[config.mk]
export PLATFORM = sky130hd
export DESIGN_NAME = rfpbc_top
export DESIGN_NICKNAME = d
export VERILOG_FILES = /design/src/hdl/rfpbc_level.v /design/src/hdl/rfpbc_top.v
export VERILOG_INCLUDE_DIRS = /design/src /design/src/hdl
export SDC_FILE = /design/constraint.sdc
export NUM_CORES = 1
export LEC_CHECK = 0
export ABC_AREA = 1
export BUFFER_PORTS_ARGS = -buffer_cell sky130_fd_sc_hd__buf_2
export CAP_MARGIN = 40
export CORE_ASPECT_RATIO = 0.5
export CORE_MARGIN = 5
export CORE_UTILIZATION = 44
export CTS_CLUSTER_DIAMETER = 80
export DETAILED_ROUTE_END_ITERATION = 12
export PLACE_DENSITY = 0.74
export SLEW_MARGIN = 20
export SYNTH_ARGS = -nofsm -noshare
export SYNTH_HDL_FRONTEND = slang
export SYNTH_SLANG_ARGS = --single-unit
export TNS_END_PERCENT = 20
[constraint.sdc]
create_clock -name clk_i -period 1.1 [get_ports clk_i]
set_clock_uncertainty 0.1 [all_clocks]
set_input_delay 0.22 -clock clk_i [delete_from_list [all_inputs] [get_ports clk_i]]
set_output_delay 0.22 -clock clk_i [all_outputs]
set_load 0.05 [all_outputs]
[src/hdl/rfpbc_map.vh]
// register map, field positions and reset values of the rf port and bias control block
// Operation
// - control bits live in control register 07
// - bit 12 picks dual or single port
// - dual port: input pair receive only
// - bit 14 low tri-states the bias output
// - bit 13 inverts only dual port enabled
// - single port: high transmit, low receive
// - dual port: transmit and receive opposite levels
// - level from radio state, then port mode
`ifndef RFPBC_MAP_VH
`define RFPBC_MAP_VH
`define RFPBC_CTRL_REG_NUM 8'h07
`define RFPBC_CTRL_RESET 16'h0000
`define RFPBC_OUT_RESET 1'h0
`define RFPBC_BIT_PORT_SEL 4'hc
`define RFPBC_BIT_POL_INV 4'hd
`define RFPBC_BIT_OUT_EN 4'he
`define RFPBC_RADIO_IDLE 2'h0
`define RFPBC_RADIO_RX 2'h1
`define RFPBC_RADIO_TX 2'h2
`endif

[src/hdl/rfpbc_level.v]
// combinational level decode for the bias control output
`timescale 1ns/1ns
module rfpbc_level (
   input wire single_port_i,
   input wire invert_i,
   input wire [1:0] radio_state_i,
   output reg level_o
);
`include "rfpbc_map.vh"
   always @* begin
      level_o = 1'b0;
      // radio state first, then port mode
      if (radio_state_i == `RFPBC_RADIO_TX || radio_state_i == `RFPBC_RADIO_RX) begin
         if (single_port_i) begin
            level_o = (radio_state_i == `RFPBC_RADIO_TX);
         end else begin
            // opposite levels, polarity chosen by invert
            level_o = (radio_state_i == `RFPBC_RADIO_TX) ^ invert_i;
         end
      end else begin
         level_o = 1'b0;
      end
   end
endmodule

[src/hdl/rfpbc_top.v]
// rf port arrangement and bias control output logic
`timescale 1ns/1ns
module rfpbc_top (
   input wire clk_i,
   input wire rst_i,
   input wire ctrl_wr_i,
   input wire [7:0] ctrl_addr_i,
   input wire [15:0] ctrl_wdata_i,
   input wire [1:0] radio_state_i,
   output reg [15:0] ctrl_rdata_o,
   output reg rf_bias_ctrl_out_o,
   output reg rf_bias_ctrl_oe_o,
   output reg rf_in_rx_switch_en_o,
   output reg rf_in_tx_amp_en_o,
   output reg amp_out_tx_amp_en_o,
   output reg rf_in_bidir_o
);
`include "rfpbc_map.vh"

   // control word and its fields
   reg [15:0] ctrl;
   wire port_arrangement_select;
   wire bias_out_enable;
   wire bias_polarity_invert;

   // register number decode
   wire ctrl_hit;
   wire ctrl_take;

   // radio state decode and bias level
   wire is_tx;
   wire is_rx;
   wire level;

   // next values of every flip-flop
   reg [15:0] next_ctrl;
   reg [15:0] next_rdata;
   reg next_bias_out;
   reg next_bias_oe;
   reg next_rx_switch_en;
   reg next_in_tx_amp_en;
   reg next_out_tx_amp_en;
   reg next_bidir;

   // one bit of the control word
   function ctrl_bit;
      input [15:0] word;
      input [3:0] pos;
      begin
         ctrl_bit = word[pos];
      end
   endfunction

   // register number names the control register
   function addr_is_ctrl;
      input [7:0] addr;
      begin
         addr_is_ctrl = (addr == `RFPBC_CTRL_REG_NUM);
      end
   endfunction

   // radio state matches a code, the spare code counts as idle
   function radio_is;
      input [1:0] state;
      input [1:0] code;
      begin
         case (state)
            `RFPBC_RADIO_TX: begin
               radio_is = (code == `RFPBC_RADIO_TX);
            end
            `RFPBC_RADIO_RX: begin
               radio_is = (code == `RFPBC_RADIO_RX);
            end
            default: begin
               radio_is = 1'h0;
            end
         endcase
      end
   endfunction

   assign port_arrangement_select = ctrl_bit(ctrl, `RFPBC_BIT_PORT_SEL);
   assign bias_out_enable = ctrl_bit(ctrl, `RFPBC_BIT_OUT_EN);
   assign bias_polarity_invert = ctrl_bit(ctrl, `RFPBC_BIT_POL_INV);

   assign ctrl_hit = addr_is_ctrl(ctrl_addr_i);
   assign ctrl_take = ctrl_wr_i & addr_is_ctrl(ctrl_addr_i);

   assign is_tx = radio_is(radio_state_i, `RFPBC_RADIO_TX);
   assign is_rx = radio_is(radio_state_i, `RFPBC_RADIO_RX);

   // output level from port mode, polarity and radio state
   rfpbc_level u_level (
      .single_port_i(port_arrangement_select),
      .invert_i(bias_polarity_invert),
      .radio_state_i(radio_state_i),
      .level_o(level)
   );

   // control word, writes to other register numbers are dropped
   always @* begin
      next_ctrl = ctrl;
      if (ctrl_take) begin
         next_ctrl = ctrl_wdata_i;
      end
   end

   // read path returns zero for unmapped register numbers
   always @* begin
      next_rdata = 16'h0000;
      if (ctrl_hit) begin
         next_rdata = ctrl;
      end
   end

   // bias pin released while disabled
   always @* begin
      next_bias_oe = 1'h0;
      next_bias_out = 1'h0;
      if (bias_out_enable) begin
         next_bias_oe = 1'h1;
         next_bias_out = level;
      end
   end

   // single port makes the input pair bidirectional
   always @* begin
      next_bidir = port_arrangement_select;
   end

   // receive switch, always on in dual port, on only while the shared pair receives
   always @* begin
      next_rx_switch_en = 1'h1;
      if (port_arrangement_select) begin
         next_rx_switch_en = is_rx;
      end
   end

   // transmit amplifier of the input pair, shared pair only
   always @* begin
      next_in_tx_amp_en = 1'h0;
      if (port_arrangement_select) begin
         next_in_tx_amp_en = is_tx;
      end
   end

   // transmit amplifier of the output pair, dual port only
   always @* begin
      next_out_tx_amp_en = 1'h0;
      if (!port_arrangement_select) begin
         next_out_tx_amp_en = is_tx;
      end
   end

   // control word register
   always @(posedge clk_i) begin
      if (rst_i) begin
         ctrl <= `RFPBC_CTRL_RESET;
      end else begin
         ctrl <= next_ctrl;
      end
   end

   // read data register
   always @(posedge clk_i) begin
      if (rst_i) begin
         ctrl_rdata_o <= `RFPBC_CTRL_RESET;
      end else begin
         ctrl_rdata_o <= next_rdata;
      end
   end

   // bias output level
   always @(posedge clk_i) begin
      if (rst_i) begin
         rf_bias_ctrl_out_o <= `RFPBC_OUT_RESET;
      end else begin
         rf_bias_ctrl_out_o <= next_bias_out;
      end
   end

   // bias output enable
   always @(posedge clk_i) begin
      if (rst_i) begin
         rf_bias_ctrl_oe_o <= `RFPBC_OUT_RESET;
      end else begin
         rf_bias_ctrl_oe_o <= next_bias_oe;
      end
   end

   // receive switch enable
   always @(posedge clk_i) begin
      if (rst_i) begin
         rf_in_rx_switch_en_o <= `RFPBC_OUT_RESET;
      end else begin
         rf_in_rx_switch_en_o <= next_rx_switch_en;
      end
   end

   // input pair transmit amplifier enable
   always @(posedge clk_i) begin
      if (rst_i) begin
         rf_in_tx_amp_en_o <= `RFPBC_OUT_RESET;
      end else begin
         rf_in_tx_amp_en_o <= next_in_tx_amp_en;
      end
   end

   // output pair transmit amplifier enable
   always @(posedge clk_i) begin
      if (rst_i) begin
         amp_out_tx_amp_en_o <= `RFPBC_OUT_RESET;
      end else begin
         amp_out_tx_amp_en_o <= next_out_tx_amp_en;
      end
   end

   // bidirectional input pair flag
   always @(posedge clk_i) begin
      if (rst_i) begin
         rf_in_bidir_o <= `RFPBC_OUT_RESET;
      end else begin
         rf_in_bidir_o <= next_bidir;
      end
   end
endmodule

After elaboration in Yosys (flattened, before gate mapping)

Index checks and enable logic that the tools add are counted.
W data, S select, Z words.

Bitwise logic cells: 6
Eq/ne operators: 3
Reductions and logical operators: 5
Mux-type cells: 5

Operators by type and width:

| cell                 | count |
|---|---|
| $eq A8 B3 Y1 const B | 1 |
| $reduce_or A2 Y1     | 3 |
| $mux W1              | 5 |
| $not A1 Y1           | 4 |
| $reduce_or A3 Y1     | 1 |
| $eq A2 B1 Y1 const B | 1 |
| $eq A2 B2 Y1 const B | 1 |
| $and A1 B1 Y1        | 1 |
| $logic_or A1 B1 Y1   | 1 |
| $xor A1 B1 Y1        | 1 |

Bits in registers: 38
Logic and storage cells: 27
Output and inout port bits: 22

Logic depth before layout (Yosys ltp)

Word-level depth: 4
Depth in mapped cells: 8
Gate-level depth less buffers: 7

Modules after synthesis

From an unflattened synthesis, not the netlist that was laid out.

Cell total of the unflattened synthesis: 205
Area, all modules: 1535.2 um^2

By module, submodules not included:

| module      | area each (um^2) | sequential area each (um^2) | cells an instance | instances |
|---|---|---|---|---|
| rfpbc_top   | 1488.9           | 760.7                       | 197               | 1 |
| rfpbc_level | 46.3             | 0.0                         | 8                 | 1 |

Worst setup path after synthesis

OpenSTA, ideal clock, no wires.

Path kind: in2reg
Start: in ctrl_addr_i[3]
End: reg ctrl[10]
Required time: 0.890 ns
Setup slack: 0.012 ns
Buffers on the path: 1
Arrival: 0.878 ns
Library setup time: 0.110 ns
Cell stages on the path: 7
Path through: inv_1 nand2_2 nor2_8 buf_2 nand4_1 nand2_1 nor2_1

Longest elaborated chain between the ends: 2

RTL lines:

| what                          | line            | text |
|---|---|---|
| start, declared               | rfpbc_top.v:7   | `input wire [7:0] ctrl_addr_i,` |
| $eq A8 B3 Y1 (no source line) | -               |  |
| $and A1 B1 Y1                 | rfpbc_top.v:86  | `assign ctrl_take = ctrl_wr_i & addr_is_ctrl(ctrl_addr_i);` |
| end signal, assigned          | rfpbc_top.v:157 | `` ctrl <= `RFPBC_CTRL_RESET; `` |
| end signal, assigned          | rfpbc_top.v:159 | `ctrl <= next_ctrl;` |
| end, declared                 | rfpbc_top.v:21  | `reg [15:0] ctrl;` |

Every way passes these cells.
A chain may end at the register's enable or synchronous reset.

Worst setup path after layout

Start: reg rf_bias_ctrl_out_o
End: out rf_bias_ctrl_out_o

RTL lines:

| what                   | line            | text |
|---|---|---|
| start, declared        | rfpbc_top.v:11  | `output reg rf_bias_ctrl_out_o,` |
| start signal, assigned | rfpbc_top.v:175 | `` rf_bias_ctrl_out_o <= `RFPBC_OUT_RESET; `` |
| start signal, assigned | rfpbc_top.v:177 | `rf_bias_ctrl_out_o <= next_bias_out;` |

No word-level cell between the ends.

==> metrics.csv <==
metric,value,unit
H-tree depth,2,
DR pass1 iterations,4,
Worst-path clk slew,70,ps
I/O pin count,51,
Non-Filler Instances,306,
final count of pins violating max slew,0,
wire per inst,9.87,um
layout cell share with drive strength beyond 1,37.1,%
Max Clk Rate,917,MHz
Synth Net Count,234,
Crit path max-delay family,flip-flops,
core area,3380,um^2
vias in the first global route,1192,
clk sinks,38,
Setup Buffers After CTS,0,
Via density,4.25,
die width,93.2,um
Clock Path Buffers,2,
P_leak,1.11,nW
Die ar.,4810,um^2
"top cells by area, synth","dfxtp_1 (50%), inv_1 (13%), nor2_1 (8.6%)",
RSZ-0062 raised after global routing,true,
Synth cell types,17,
Setup crit end,rf_bias_ctrl_out_o,
total global-route track usage,13.3,%
placement-stage cell area,1880,um^2
vias,1301,
Reg2Reg Depth,3,
Layout area overhead,41.7,%
first-pass GRT wire length,4960,um
"FF+latch count, synth",38,
total of warnings raised by yosys,0,
Row Count,15,
Final Wtd Congestion,0.780,
final instance area,2160,um^2
Startpoint Class,register,
number of cells on the critical path,1,
Worst R2R Setup Slack,110,ps
Worst Max-Slew Pin Slew,223,ps
HPWL Detailed,2280,um
Reg2Reg Capture Point,rf_bias_ctrl_out_o$_SDFF_PP0_,
worst r2r src,ctrl[12]$_SDFFE_PP0P_,
PD cells,1180,nW/um^2
slowest CP cell,dfxtp_2,
dominant cell type by area after synthesis,dfxtp_1,
Final setup violation count,0,
Mapped Cells,203,
CP bufs+invs,1,
Layout Nets,294,
Worst Setup SP,rf_bias_ctrl_out_o$_SDFF_PP0_,
ANT cells,0,
clk_lat worst skew,280,ps
HP Class,in2reg,
Num CTS Buffers,5,
worst vdd ir,461,uV
Synth Cell Area,1520,um^2
status,"complete, no violations",
Setup CP Type,reg2out,
Initial Util,45.0,%
remaining global-route overflow,0,
Crit path largest cell delay,340,ps
IO buf count,50,
Critical Path RT,780,ps
antenna-violating nets left,0,
crit end category,output port,
fin util,63.8,%
tightest hold margin,58.2,ps
sequential share of the synthesized area,50.0,%
"commonest non-fill, non-tap cell in the layout",inv_1,
largest net degree at the start of global routing,17,
Crit Path Max Fanout,1,
hold_buf cts,0,
Placed Cells,298,
WL final,3020,um
die height,51.6,um
"commonest non-fill, non-tap cells in the layout","inv_1 (54), nor2_1 (35), nand2_1 (34)",
final cycle utilization of the critical path,99.1,%
CTS tree,done,
"Avg Cell Area, Syn",7.49,um^2
Rel. slew slack,85.0,%
post_cts resized,48,
Tmin final,1090,ps
Initial DRC Count,57,
Filler Cells Inserted,300,
Root Driver,clkbuf_8,
DR DRC count,0,
crit-path cells,buf_8,
post-route setup TNS,0,ps
Max Cap Viol,0,
final hold violation count,0,
initial antenna violation count,0,
top cell type's share of synthesized area,50.0,%
critical path arrival,770,ps
-- where the power goes --
group / internal, W / total [W] / leakage, nW / switching (W)
clock network: 0.000505 / 0.000963 / 0.0482 / 0.000458
logic: 0.0000887 / 0.000195 / 0.751 / 0.000107
registers: 0.00138 / 0.00138 / 0.316 / 0.00000228
-- synthesized netlist by cell type --
cell type / instances
nor3_1: 3
inv_2: 4
nand3_4: 1
nor2_8: 2
nand4_1: 16
ha_1: 2
dfxtp_1: 38
nand2_2: 4
nor4_1: 1
buf_2: 5
inv_1: 54
a21oi_1: 1
nor2_1: 35
nand2_1: 34
buf_6: 1
buf_1: 1
nand3_2: 1
-- state kept, by name, summed over array words and instances, names as in the netlist --
name / count
ctrl: 16
rf_bias_ctrl_oe_o: 1
amp_out_tx_amp_en_o: 1
rf_in_rx_switch_en_o: 1
ctrl_rdata_o: 16
rf_bias_ctrl_out_o: 1
rf_in_tx_amp_en_o: 1
rf_in_bidir_o: 1
-- metrics by stage --
step,setup slack (ps),power (W)
after floorplan,11.5,0.00151
after global placement,-76.6,0.00160
after detailed placement,-136,0.00160
after CTS,1.68,0.00256
after global routing,-12.2,0.00263
final,9.56,0.00254
-- worst min-delay path by stage --
stage / from / endpoint / cells past startpoint
after floorplan: rst_i / rf_in_bidir_o$_SDFF_PP0_ / 1
after global placement: ctrl[11]$_SDFFE_PP0P_ / ctrl_rdata_o[11]$_SDFF_PP0_ / 2
after detailed placement: ctrl[15]$_SDFFE_PP0P_ / ctrl_rdata_o[15]$_SDFF_PP0_ / 2
after CTS: rst_i / rf_in_rx_switch_en_o$_SDFF_PP0_ / 2
after global routing: rst_i / rf_in_rx_switch_en_o$_SDFF_PP0_ / 2
final: rst_i / rf_in_rx_switch_en_o$_SDFF_PP0_ / 2
-- worst reg2reg max path, stage by stage, from the launching register on --
cell and delay (ps):
dfxtp_1 330, inv_1 150, a21oi_1 90, nor4_1 230
-- logic make-up (layout without fill, tap and decap cells) --
logic type	after synthesis	in the layout	synth area share, %
buf+inv	65	126	16.9
compound gates	1	1	0.329
fa+ha+maj	2	2	1.64
simple gates	97	97	31.1
flops	38	38	50.0
-- layout make-up --
class / instances / area [um^2] / share of cell area (%)
flip-flops and latches: 38 / 785 / 36.4
well taps: 42 / 52.6 / 2.44
clock inverters: 1 / 5.00 / 0.232
inverters: 58 / 218 / 10.1
repair buffers: 60 / 507 / 23.5
clock buffers: 7 / 86.3 / 4.00
multi-input cells: 100 / 503 / 23.3
-- layer usage --
layer  share of wire [%]  wire, um  vias to the layer above  GRT usage (%)
met5                   0         0                        -              0
met2                  47      1420                       34           22.3
met1                  45      1350                      553           15.4
met3                 6.7       203                        5           4.05
li1                    -         -                      709              -
met4                 1.6        48                        0           7.06
(Power assumes the default switching activity.)
